===== config.mk =====
export PLATFORM = sky130hd
export DESIGN_NAME = vic_top
export DESIGN_NICKNAME = d
export VERILOG_FILES = /design/src/core/vic_pkg.sv /design/src/core/vic_prio.sv /design/src/core/vic_bus.sv /design/src/core/vic_top.sv
export SDC_FILE = /design/constraint.sdc
export NUM_CORES = 1
export LEC_CHECK = 0
export BUFFER_PORTS_ARGS = -buffer_cell sky130_fd_sc_hd__buf_4
export CAP_MARGIN = 10
export CORE_AREA = 3 3 83 117
export DETAILED_ROUTE_END_ITERATION = 16
export DIE_AREA = 0 0 86 120
export HOLD_SLACK_MARGIN = 0.05
export PLACE_DENSITY = 0.72
export SYNTH_ARGS = -nofsm -noshare
export SYNTH_HDL_FRONTEND = slang
export SYNTH_SLANG_ARGS = --single-unit

===== constraint.sdc =====
create_clock -name mclk -period 3.2 [get_ports mclk]
set_clock_uncertainty 0.05 [all_clocks]
set_input_delay 0.32 -clock mclk [delete_from_list [all_inputs] [get_ports mclk]]
set_output_delay 0.32 -clock mclk [all_outputs]
set_load 0.05 [all_outputs]

===== src/core/vic_pkg.sv =====
// shared constants and types for the vectored interrupt controller
// Overview of operation
// - vector upper nibble comes from software register
// - vector low nibble is winning channel number
// - vector register at 17h, nibble, select, zeros
// - nibble bits written by processor, reset clears
// - select zero auto end, one software end
// - idle in chain passes enable downstream
// - requesting device answers, holds chain output negated
// - shared acknowledge, every device resolves concurrently
// - sixteen channels: eight external, eight internal
// - enable registers written, readable, reset cleared
// - disabled channel ignores events, keeps nothing pending
// - enabled, unmasked channel event raises request output
// - disabling clears pending, withdraws its request
// - disabling leaves in-service bit untouched
// - pending registers at 0Bh, 0Dh, fixed layout
// - event on enabled channel sets pending
// - pending clears on delivery, disable, zero, reset
// - in-service at 0Fh, 11h, zero write clears
// - mask bits: zero masks, one unmasks
// - channel fifteen highest, channel zero lowest
// - software mode delivery sets in-service bit
// - in-service blocks itself and lower channels
// - writing ones to pending changes nothing
package vic_pkg;
	localparam int CH_N = 16;
	localparam logic [4:0] ADDR_EN_HI = 5'h01;
	localparam logic [4:0] ADDR_EN_LO = 5'h03;
	localparam logic [4:0] ADDR_MASK_HI = 5'h05;
	localparam logic [4:0] ADDR_MASK_LO = 5'h07;
	localparam logic [4:0] ADDR_PEND_HI = 5'h0B;
	localparam logic [4:0] ADDR_PEND_LO = 5'h0D;
	localparam logic [4:0] ADDR_INSV_HI = 5'h0F;
	localparam logic [4:0] ADDR_INSV_LO = 5'h11;
	localparam logic [4:0] ADDR_VEC = 5'h17;
	localparam int VEC_NIB_MSB = 7;
	localparam int VEC_NIB_LSB = 4;
	localparam int VEC_SEL_BIT = 3;
	localparam logic [2:0] VEC_UNUSED_RD = 3'h0;
	localparam logic [3:0] NIB_RST = 4'h0;
	localparam logic SEL_RST = 1'b0;
	localparam logic [15:0] CH_RST = 16'h0000;
	localparam logic [7:0] RD_UNMAPPED = 8'h00;
	localparam int CH_TIMER_A = 13;
	localparam int CH_RX_FULL = 12;
	localparam int CH_RX_ERR = 11;
	localparam int CH_TX_EMPTY = 10;
	localparam int CH_TX_ERR = 9;
	localparam int CH_TIMER_B = 8;
	localparam int CH_TIMER_C = 5;
	localparam int CH_TIMER_D = 4;
	localparam int GP_CH [8] = '{0, 1, 2, 3, 6, 7, 14, 15};

	typedef struct packed {
		logic timer_a;
		logic rx_full;
		logic rx_err;
		logic tx_empty;
		logic tx_err;
		logic timer_b;
		logic timer_c;
		logic timer_d;
	} vic_src_t;

	typedef struct packed {
		logic reg_rd;
		logic reg_wr;
		logic ack_take;
	} vic_stb_t;

	typedef enum logic [2:0] {
		ST_IDLE,
		ST_REG,
		ST_ACK_WAIT,
		ST_ACK_DRIVE,
		ST_PASS
	} vic_bus_st_t;
endpackage


===== src/core/vic_prio.sv =====
// fixed-priority resolver with in-service blocking
module vic_prio (
	input wire logic [vic_pkg::CH_N-1:0] cand,
	input wire logic [vic_pkg::CH_N-1:0] insv,
	output logic found,
	output logic [3:0] code
);
	logic [vic_pkg::CH_N-1:0] elig;

	// a set in-service bit blocks its own and every lower channel
	for (genvar i = 0; i < vic_pkg::CH_N; i++) begin : g_elig
		assign elig[i] = cand[i] & ~(|insv[vic_pkg::CH_N-1:i]);
	end

	// highest index wins; purely combinational, so chained parts resolve in parallel
	always_comb begin
		found = 1'b0;
		code = 4'h0;
		for (int i = 0; i < vic_pkg::CH_N; i++) begin
			if (elig[i]) begin
				found = 1'b1;
				code = 4'(i);
			end
		end
	end
endmodule


===== src/core/vic_bus.sv =====
// register and acknowledge cycle sequencer with chain handling
module vic_bus (
	input wire logic mclk,
	input wire logic arst_n,
	input wire logic cs_n,
	input wire logic ds_n,
	input wire logic rw,
	input wire logic vector_acknowledge_n,
	input wire logic chain_enable_in_n,
	input wire logic respond,
	output vic_pkg::vic_stb_t stb,
	output logic data_oe,
	output logic dtack_n,
	output logic dtack_oe,
	output logic chain_enable_out_n
);
	vic_pkg::vic_bus_st_t state_reg, state_next;
	logic rd_reg;
	logic reg_cyc, ack_cyc;

	assign reg_cyc = !cs_n && !ds_n && vector_acknowledge_n;
	assign ack_cyc = !vector_acknowledge_n && !ds_n;

	always_comb begin
		state_next = state_reg;
		stb = '0;
		unique case (state_reg)
			vic_pkg::ST_IDLE: begin
				if (ack_cyc) begin
					state_next = vic_pkg::ST_ACK_WAIT;
				end else if (reg_cyc) begin
					state_next = vic_pkg::ST_REG;
					stb.reg_rd = rw;
					stb.reg_wr = !rw;
				end
			end
			vic_pkg::ST_REG: begin
				if (!reg_cyc) state_next = vic_pkg::ST_IDLE;
			end
			vic_pkg::ST_ACK_WAIT: begin
				if (!ack_cyc) begin
					state_next = vic_pkg::ST_IDLE;
				end else if (!chain_enable_in_n) begin
					if (respond) begin
						stb.ack_take = 1'b1;
						state_next = vic_pkg::ST_ACK_DRIVE;
					end else begin
						state_next = vic_pkg::ST_PASS;
					end
				end
			end
			vic_pkg::ST_ACK_DRIVE, vic_pkg::ST_PASS: begin
				if (!ack_cyc) state_next = vic_pkg::ST_IDLE;
			end
		endcase
	end

	always_ff @(posedge mclk or negedge arst_n) begin
		if (!arst_n) begin
			state_reg <= vic_pkg::ST_IDLE;
		end else begin
			state_reg <= state_next;
		end
	end

	always_ff @(posedge mclk or negedge arst_n) begin
		if (!arst_n) begin
			rd_reg <= 1'b0;
		end else if (stb.reg_rd || stb.reg_wr) begin
			rd_reg <= stb.reg_rd;
		end
	end

	assign dtack_oe = (state_reg == vic_pkg::ST_REG) || (state_reg == vic_pkg::ST_ACK_DRIVE);
	assign dtack_n = !dtack_oe;
	assign data_oe = ((state_reg == vic_pkg::ST_REG) && rd_reg)
		|| (state_reg == vic_pkg::ST_ACK_DRIVE);
	// passing the chain never drives data or acknowledge
	assign chain_enable_out_n = (state_reg != vic_pkg::ST_PASS);
endmodule


===== src/core/vic_top.sv =====
// sixteen-channel vectored interrupt controller top
module vic_top (
	input wire logic mclk,
	input wire logic arst_n,
	input wire logic cs_n,
	input wire logic ds_n,
	input wire logic rw,
	input wire logic [4:0] reg_sel,
	input wire logic [7:0] data_in,
	output logic [7:0] data_out,
	output logic data_oe,
	output logic dtack_n,
	output logic dtack_oe,
	input wire logic vector_acknowledge_n,
	input wire logic chain_enable_in_n,
	output logic chain_enable_out_n,
	output logic service_request_n,
	input wire logic [7:0] general_input_line,
	input wire vic_pkg::vic_src_t src_event
);
	logic [15:0] en_reg, en_next;
	logic [15:0] mask_reg;
	logic [15:0] pend_reg, pend_next, pend_clr;
	logic [15:0] insv_reg, insv_next, insv_clr;
	logic [15:0] evt, ack_hot, cand;
	logic [3:0] nib_reg;
	logic sel_reg;
	logic [7:0] dout_reg, rdata;
	logic irq_reg;
	logic found;
	logic [3:0] code;
	logic wr_pend_hi, wr_pend_lo, wr_insv_hi, wr_insv_lo;
	logic wr_en_hi, wr_en_lo, wr_mask_hi, wr_mask_lo, wr_vec;
	vic_pkg::vic_stb_t stb;

	vic_bus u_bus (
		.mclk(mclk),
		.arst_n(arst_n),
		.cs_n(cs_n),
		.ds_n(ds_n),
		.rw(rw),
		.vector_acknowledge_n(vector_acknowledge_n),
		.chain_enable_in_n(chain_enable_in_n),
		.respond(found),
		.stb(stb),
		.data_oe(data_oe),
		.dtack_n(dtack_n),
		.dtack_oe(dtack_oe),
		.chain_enable_out_n(chain_enable_out_n)
	);

	vic_prio u_prio (
		.cand(cand),
		.insv(insv_reg),
		.found(found),
		.code(code)
	);

	// write decode
	assign wr_en_hi = stb.reg_wr && (reg_sel == vic_pkg::ADDR_EN_HI);
	assign wr_en_lo = stb.reg_wr && (reg_sel == vic_pkg::ADDR_EN_LO);
	assign wr_mask_hi = stb.reg_wr && (reg_sel == vic_pkg::ADDR_MASK_HI);
	assign wr_mask_lo = stb.reg_wr && (reg_sel == vic_pkg::ADDR_MASK_LO);
	assign wr_pend_hi = stb.reg_wr && (reg_sel == vic_pkg::ADDR_PEND_HI);
	assign wr_pend_lo = stb.reg_wr && (reg_sel == vic_pkg::ADDR_PEND_LO);
	assign wr_insv_hi = stb.reg_wr && (reg_sel == vic_pkg::ADDR_INSV_HI);
	assign wr_insv_lo = stb.reg_wr && (reg_sel == vic_pkg::ADDR_INSV_LO);
	assign wr_vec = stb.reg_wr && (reg_sel == vic_pkg::ADDR_VEC);

	// event sources onto channel numbers
	always_comb begin
		evt = 16'h0000;
		for (int i = 0; i < 8; i++) begin
			evt[vic_pkg::GP_CH[i]] = general_input_line[i];
		end
		evt[vic_pkg::CH_TIMER_A] = src_event.timer_a;
		evt[vic_pkg::CH_RX_FULL] = src_event.rx_full;
		evt[vic_pkg::CH_RX_ERR] = src_event.rx_err;
		evt[vic_pkg::CH_TX_EMPTY] = src_event.tx_empty;
		evt[vic_pkg::CH_TX_ERR] = src_event.tx_err;
		evt[vic_pkg::CH_TIMER_B] = src_event.timer_b;
		evt[vic_pkg::CH_TIMER_C] = src_event.timer_c;
		evt[vic_pkg::CH_TIMER_D] = src_event.timer_d;
	end

	// enable after this cycle's write
	always_comb begin
		en_next = en_reg;
		if (wr_en_hi) en_next[15:8] = data_in;
		if (wr_en_lo) en_next[7:0] = data_in;
	end

	// zero bits in a write clear, ones leave alone
	always_comb begin
		pend_clr = 16'h0000;
		insv_clr = 16'h0000;
		if (wr_pend_hi) pend_clr[15:8] = ~data_in;
		if (wr_pend_lo) pend_clr[7:0] = ~data_in;
		if (wr_insv_hi) insv_clr[15:8] = ~data_in;
		if (wr_insv_lo) insv_clr[7:0] = ~data_in;
	end

	assign ack_hot = stb.ack_take ? (16'h0001 << code) : 16'h0000;

	// new events win over clears; disabled channels hold nothing
	assign pend_next = ((pend_reg & ~pend_clr & ~ack_hot) | evt) & en_next;

	// auto mode keeps in-service forced low; disabling does not touch it
	assign insv_next = sel_reg ? ((insv_reg & ~insv_clr) | ack_hot) : 16'h0000;

	assign cand = pend_reg & mask_reg;

	always_ff @(posedge mclk or negedge arst_n) begin
		if (!arst_n) begin
			en_reg <= vic_pkg::CH_RST;
		end else begin
			en_reg <= en_next;
		end
	end

	always_ff @(posedge mclk or negedge arst_n) begin
		if (!arst_n) begin
			mask_reg <= vic_pkg::CH_RST;
		end else begin
			if (wr_mask_hi) mask_reg[15:8] <= data_in;
			if (wr_mask_lo) mask_reg[7:0] <= data_in;
		end
	end

	always_ff @(posedge mclk or negedge arst_n) begin
		if (!arst_n) begin
			pend_reg <= vic_pkg::CH_RST;
		end else begin
			pend_reg <= pend_next;
		end
	end

	always_ff @(posedge mclk or negedge arst_n) begin
		if (!arst_n) begin
			insv_reg <= vic_pkg::CH_RST;
		end else begin
			insv_reg <= insv_next;
		end
	end

	always_ff @(posedge mclk or negedge arst_n) begin
		if (!arst_n) begin
			nib_reg <= vic_pkg::NIB_RST;
			sel_reg <= vic_pkg::SEL_RST;
		end else if (wr_vec) begin
			nib_reg <= data_in[vic_pkg::VEC_NIB_MSB:vic_pkg::VEC_NIB_LSB];
			sel_reg <= data_in[vic_pkg::VEC_SEL_BIT];
		end
	end

	// read mux
	always_comb begin
		case (reg_sel)
			vic_pkg::ADDR_EN_HI: rdata = en_reg[15:8];
			vic_pkg::ADDR_EN_LO: rdata = en_reg[7:0];
			vic_pkg::ADDR_MASK_HI: rdata = mask_reg[15:8];
			vic_pkg::ADDR_MASK_LO: rdata = mask_reg[7:0];
			vic_pkg::ADDR_PEND_HI: rdata = pend_reg[15:8];
			vic_pkg::ADDR_PEND_LO: rdata = pend_reg[7:0];
			vic_pkg::ADDR_INSV_HI: rdata = insv_reg[15:8];
			vic_pkg::ADDR_INSV_LO: rdata = insv_reg[7:0];
			vic_pkg::ADDR_VEC: rdata = {nib_reg, sel_reg, vic_pkg::VEC_UNUSED_RD};
			default: rdata = vic_pkg::RD_UNMAPPED;
		endcase
	end

	always_ff @(posedge mclk or negedge arst_n) begin
		if (!arst_n) begin
			dout_reg <= 8'h00;
		end else if (stb.ack_take) begin
			dout_reg <= {nib_reg, code};
		end else if (stb.reg_rd) begin
			dout_reg <= rdata;
		end
	end

	always_ff @(posedge mclk or negedge arst_n) begin
		if (!arst_n) begin
			irq_reg <= 1'b0;
		end else begin
			irq_reg <= found;
		end
	end

	assign data_out = dout_reg;
	assign service_request_n = !irq_reg;
endmodule


==> results.cfg, run 1 <==
[critical_path]
worstPathArrival_ps = 3090
critical_path.top_delay_family = compound AO/OA/AOI/OAI gates
crit_buf_inv = 0
critical_path_class = reg2reg
crit_chain = or4_1 -> a2111oi_0 -> a2111oi_0 -> a211oi_1 -> o21ai_1 -> o31a_1
cpMostUsedCell = a2111oi_0
worstRegToRegCells = 6
slowest_delay_ps = 660
regToRegSetupSlack_ps = 280
cp-start-kind = register
endpoint_kind = register
cp_max_fo = 5
r2r_end = pend_reg[2]$_DFF_PN0_
r2r_start = insv_reg[13]$_DFF_PN0_
required_ps = 3370
cp_slowest_cell = a211oi_1

[routing]
first_pass_iters = 6
drc = 0
ant_nets = 0
avgViaCountPerCell = 6.75
wl_um = 15600
vias = 4334
wl_per_cell_um = 24.3
drtIter0Drc = 470

[grt]
grt-ovfl-total = 0
antenna_found_initial = 0
grt_pass1_wl_um = 24600
grt_pass1_vias = 4378
grt_max_degree = 83
track_usage_pct = 31.8

[floorplanning]
die_y_um = 120
io_pins = 49
dieArea_mm2 = 0.0103
core_mm2 = 0.00887
die_w_um = 86
initial_core_util_pct = 53.7
rows = 41

[place]
placed_area_mm2 = 0.00526
numPortBuffers = 48
gp_congestion = 1.00
hpwlAfterDp_um = 11400
post-place-ws_ps = 330

[clock_network]
cts_resized = 0
clk_pin_slew_ps = 70
clock-sinks = 82
numCtsBuffers = 9
postCtsHoldBufs = 0
clockRootBuffer = clkbuf_16
cts_tree = built
htreeDepth = 3
post_cts_buffers = 0
clock_latency_ps = 340
clk_path_buf_depth = 2

[sta]
max_slew_margin_pct = 30.1
period_minus_slack_ps = 2920
rsz0062_at_grt = false
worst_slack_ps = 282
finalSetupTns_ps = 0
drv_slew = 0
setup_viol = 0
finalHoldViolCount = 0
max_freq_mhz = 343
fin_crit_sh_pct = 91.2
max_slew.worst_pin.slew_ps = 1050

[finish]
num_antenna_cells = 0
fillCellCount = 780
regArea_mm2 = 0.00205
area_growth_pct = 16.1
final_cell_mix = 82 x dfrtp_1, 62 x buf_4, 42 x nor2_1, 37 x nand2_1
nets = 566
drive_above_1_share_pct = 24.5
fin_util_pct = 62.3
layout_commonest_cell = dfrtp_1
multi_input_area_mm2 = 0.00256
stdcell_area_mm2 = 0.00553

[synth]
synth_area_leaders = dfrtp_1 43%, mux2_2 7.6%, mux2i_1 6.7%
syn_nets = 515
synth_cells = 479
yosys.area.top_type = dfrtp_1
synth_cell_types = 67
synth.avg_cell_area_um2 = 9.94
syn_area_mm2 = 0.00476
synth_flop_cell = dfrtp_1
synth_top_cell_area_share_pct = 43.1
async_flop_share_pct = 100
synth_warnings = 0
synth_seq_area_share_pct = 43.1
ys_ff_latch = 82
synth_edf_count = 0

[job]
drv_cap = 0

[power_and_ir_drop]
peakVddDrop_mv = 0.419
p_per_area_mw_per_mm2 = 443
leakage_nw = 2.61

[hold_path]
hold_class = in2async

[run_status]
status = finished, final reports clean
where the power goes:
group	internal [mW]	total [mW]	switching, mW
sequential	1.08	1.14	0.0579
clock	0.523	0.945	0.421
combinational	0.139	0.362	0.223
area by class of cell:
class	count	share of cell area, %
sequential	82	37.1
timing repair buffer	62	8.42
inverter	14	0.951
clock inverter	5	0.566
clock buffer	11	4.21
multi-input combinational	361	46.3
tap	107	2.42
cells in the mapped netlist (all sizes together), types with 8 or more instances:
cell type and instances:
dfrtp 82, nor2 42, nand2 37, mux2 34, mux2i 32, o21ai 30
clkbuf 15, nor3 15, inv 14, o21a 13, o22ai 13, a21oi 12
a31oi 11, a31o 9, nand3 9, o211a 9, a21boi 8, or3 8
worst max path at each step:
stage,start,end,slack [ps],cells past startpoint
final,insv_reg[13]$_DFF_PN0_,pend_reg[2]$_DFF_PN0_,280,6
after global routing,insv_reg[13]$_DFF_PN0_,pend_reg[2]$_DFF_PN0_,150,6
after CTS,u_bus.state_reg[0]$_DFFE_PN0P_,pend_reg[6]$_DFF_PN0_,300,6
after detailed placement,u_bus.state_reg[0]$_DFFE_PN0P_,pend_reg[6]$_DFF_PN0_,330,6
after global placement,u_bus.state_reg[0]$_DFFE_PN0P_,pend_reg[6]$_DFF_PN0_,390,6
after floorplan,u_bus.state_reg[0]$_DFFE_PN0P_,data_oe,510,4
layer usage:
layer  vias up  global-route usage, %  wire length (um)
met2       225                   53.1              7790
met3        51                   5.91              1130
met1      2134                   38.8              5910
li1       1924                      -                 -
met5         -                      0                 0
met4         0                   15.8               758
worst reg2reg max path: stages (launching register included):
cell       delay (ps)
dfrtp_1           420
or4_1             630
a2111oi_0         320
a2111oi_0         140
a211oi_1          660
o21ai_1           250
o31a_1            340
metrics by stage:
stage          power [mW]  instances  hold WS, ps
6_report             2.45        642          101
5_1_grt              2.54        642          149
4_1_cts              2.45        642          147
3_5_place_dp         1.52        626          433
3_3_place_gp         1.51        626          425
2_1_floorplan        1.37        479        -25.6
kinds of logic (layout without fill, tap and decap cells):
group | count (synthesis) | after routing | share of synthesized area (%)
flip-flops | 82 | 82 | 43.1
XOR/XNOR | 1 | 1 | 0.184
multiplexers | 66 | 66 | 14.9
AO/OA/AOI/OAI | 148 | 148 | 22.3
buffers and inverters | 36 | 92 | 3.18
AND/OR/NAND/NOR | 146 | 146 | 16.4
(Power assumes the default switching activity.)
==> inputs of run 2 (changes only) <==
--- a/config.mk
+++ b/config.mk
@@ -5,7 +5,7 @@
 export SDC_FILE = /design/constraint.sdc
 export NUM_CORES = 1
 export LEC_CHECK = 0
-export BUFFER_PORTS_ARGS = -buffer_cell sky130_fd_sc_hd__buf_4
+export BUFFER_PORTS_ARGS = -buffer_cell sky130_fd_sc_hd__buf_2
 export CAP_MARGIN = 10
 export CORE_AREA = 3 3 83 117
 export DETAILED_ROUTE_END_ITERATION = 16
==> run 2 against run 1 <==
Effect of this change:
- wire length shrank 0.65%
- sequential share of layout area is 0.44 points higher
- die area unchanged
- setup slack got worse by 39 ps
- hold slack got worse by 4.4 ps
- maximum frequency fell by 1.3%
- critical path type unchanged
==> results.cfg, run 2 (same netlist as run 1, synthesis figures left out) <==
[sta]
fin_crit_sh_pct = 92.4
finalHoldViolCount = 0
period_minus_slack_ps = 2960
max_freq_mhz = 338
drv_slew = 0
setup_viol = 0
timing.hold.ws_ps = 96.4
worst_slack_ps = 243
max_slew_margin_pct = 31.3
max_slew.worst_pin.slew_ps = 1030
rsz0062_at_grt = true

[critical_path]
critical_path_class = reg2reg
r2r_start = insv_reg[13]$_DFF_PN0_
cp_max_fo = 5
r2r_end = pend_reg[2]$_DFF_PN0_
regToRegSetupSlack_ps = 240
startpoint = insv_reg[13]$_DFF_PN0_
required_ps = 3360
crit_end = pend_reg[2]$_DFF_PN0_
worstRegToRegCells = 6
cp-start-kind = register
worstPathArrival_ps = 3120
endpoint_kind = register

[clock_network]
htreeDepth = 3
clockRootBuffer = clkbuf_16
numCtsBuffers = 9
post_cts_buffers = 0
postCtsHoldBufs = 0
clock-sinks = 82
clock_latency_ps = 340
cts_resized = 0
clk_pin_slew_ps = 60
clk_path_buf_depth = 2
cts_tree = built

[power_and_ir_drop]
switching_share_pct = 27.4
peakVddDrop_mv = 0.369
p_int_mw = 1.76
p_clk_share_pct = 39.1
pwr-share-seq_pct = 46.7
leakage_nw = 2.62
power_mw = 2.42
p_comb_share_pct = 14.3
p_per_area_mw_per_mm2 = 444
switchingPower_mw = 0.664

[finish]
fin_util_pct = 61.5
area_growth_pct = 14.7
fillCellCount = 782
fin_cells = 647
num_antenna_cells = 0
final_cell_mix = 82 x dfrtp_1, 47 x buf_2, 42 x nor2_1, 37 x nand2_1
layout_commonest_cell = dfrtp_1
nets = 572
drive_above_1_share_pct = 25.4

[floorplanning]
rows = 41
core_mm2 = 0.00887
dieArea_mm2 = 0.0103
die_y_um = 120
io_pins = 49
initial_core_util_pct = 53.7
die_w_um = 86

[grt]
grt_pass1_vias = 4409
track_usage_pct = 31.6
grt-ovfl-total = 0
grt_max_degree = 83
antenna_found_initial = 0
grt_pass1_wl_um = 24500

[place]
post-place-ws_ps = 309
gp_congestion = 0.976
place_inst = 632
numPortBuffers = 48
hpwlAfterDp_um = 11400

[routing]
first_pass_iters = 5
avgViaCountPerCell = 6.69
vias = 4328
drtIter0Drc = 311
drc = 0
wl_per_cell_um = 23.9
ant_nets = 0
wl_um = 15500

[run_status]
status = finished, final reports clean

[hold_path]
hold_class = in2async

[job]
drv_cap = 0
run 2: cell count changes in the layout (fill, tap and decap cells not counted), sizes merged:
cell      delta
buf          +6
clkbuf       +1
clkinvlp     -1
clkinv       -1
run 2: per-stage QoR:
step	setup TNS, ps	area (um^2)
4_1_cts	0	5460
5_1_grt	-170	5460
3_3_place_gp	0	5190
6_report	0	5460
3_5_place_dp	0	5190
2_1_floorplan	0	4760
run 2: worst min-delay path by stage:
stage / end / slack, ps / cells past startpoint
finish: data_out[5]$_DFFE_PN0P_ / 100 / 1
global route: pend_reg[8]$_DFF_PN0_ / 160 / 2
CTS: pend_reg[8]$_DFF_PN0_ / 150 / 2
detailed placement: en_reg[5]$_DFF_PN0_ / 430 / 2
global placement: en_reg[5]$_DFF_PN0_ / 430 / 2
floorplan: data_out[0]$_DFFE_PN0P_ / -30 / 0
run 2: power groups by stage:
stage               registers, mW  clock network (mW)  logic (mW)
floorplan                    1.12                   0       0.246
global placement             1.15                   0       0.338
detailed placement           1.15                   0       0.345
CTS                          1.13               0.958       0.345
global route                 1.14                1.01       0.376
finish                       1.13               0.947       0.346
run 2: worst max-delay path: stages, from the launching register on:
cell       delay, ps
dfrtp_1          420
or4_1            630
a2111oi_0        370
a2111oi_0        160
a211oi_1         610
o21ai_1          250
o31a_1           360
run 2: per-layer routing:
layer / up-vias / wire (um) / track usage [%]
li1: 1939 / - / -
met1: 2140 / 5890 / 37.6
met2: 197 / 7830 / 53.5
met3: 52 / 904 / 4.81
met4: 0 / 852 / 18.1
met5: - / 0 / 0
run 2: cell type report:
class / count / area, um^2 / area share [%]
Clock buffer: 12 / 256 / 4.70
Inverter: 14 / 52.6 / 0.962
Sequential cell: 82 / 2050 / 37.6
Timing Repair Buffer: 68 / 393 / 7.19
Multi-Input combinational cell: 361 / 2560 / 46.8
Tap cell: 107 / 134 / 2.45
Clock inverter: 3 / 15.0 / 0.275
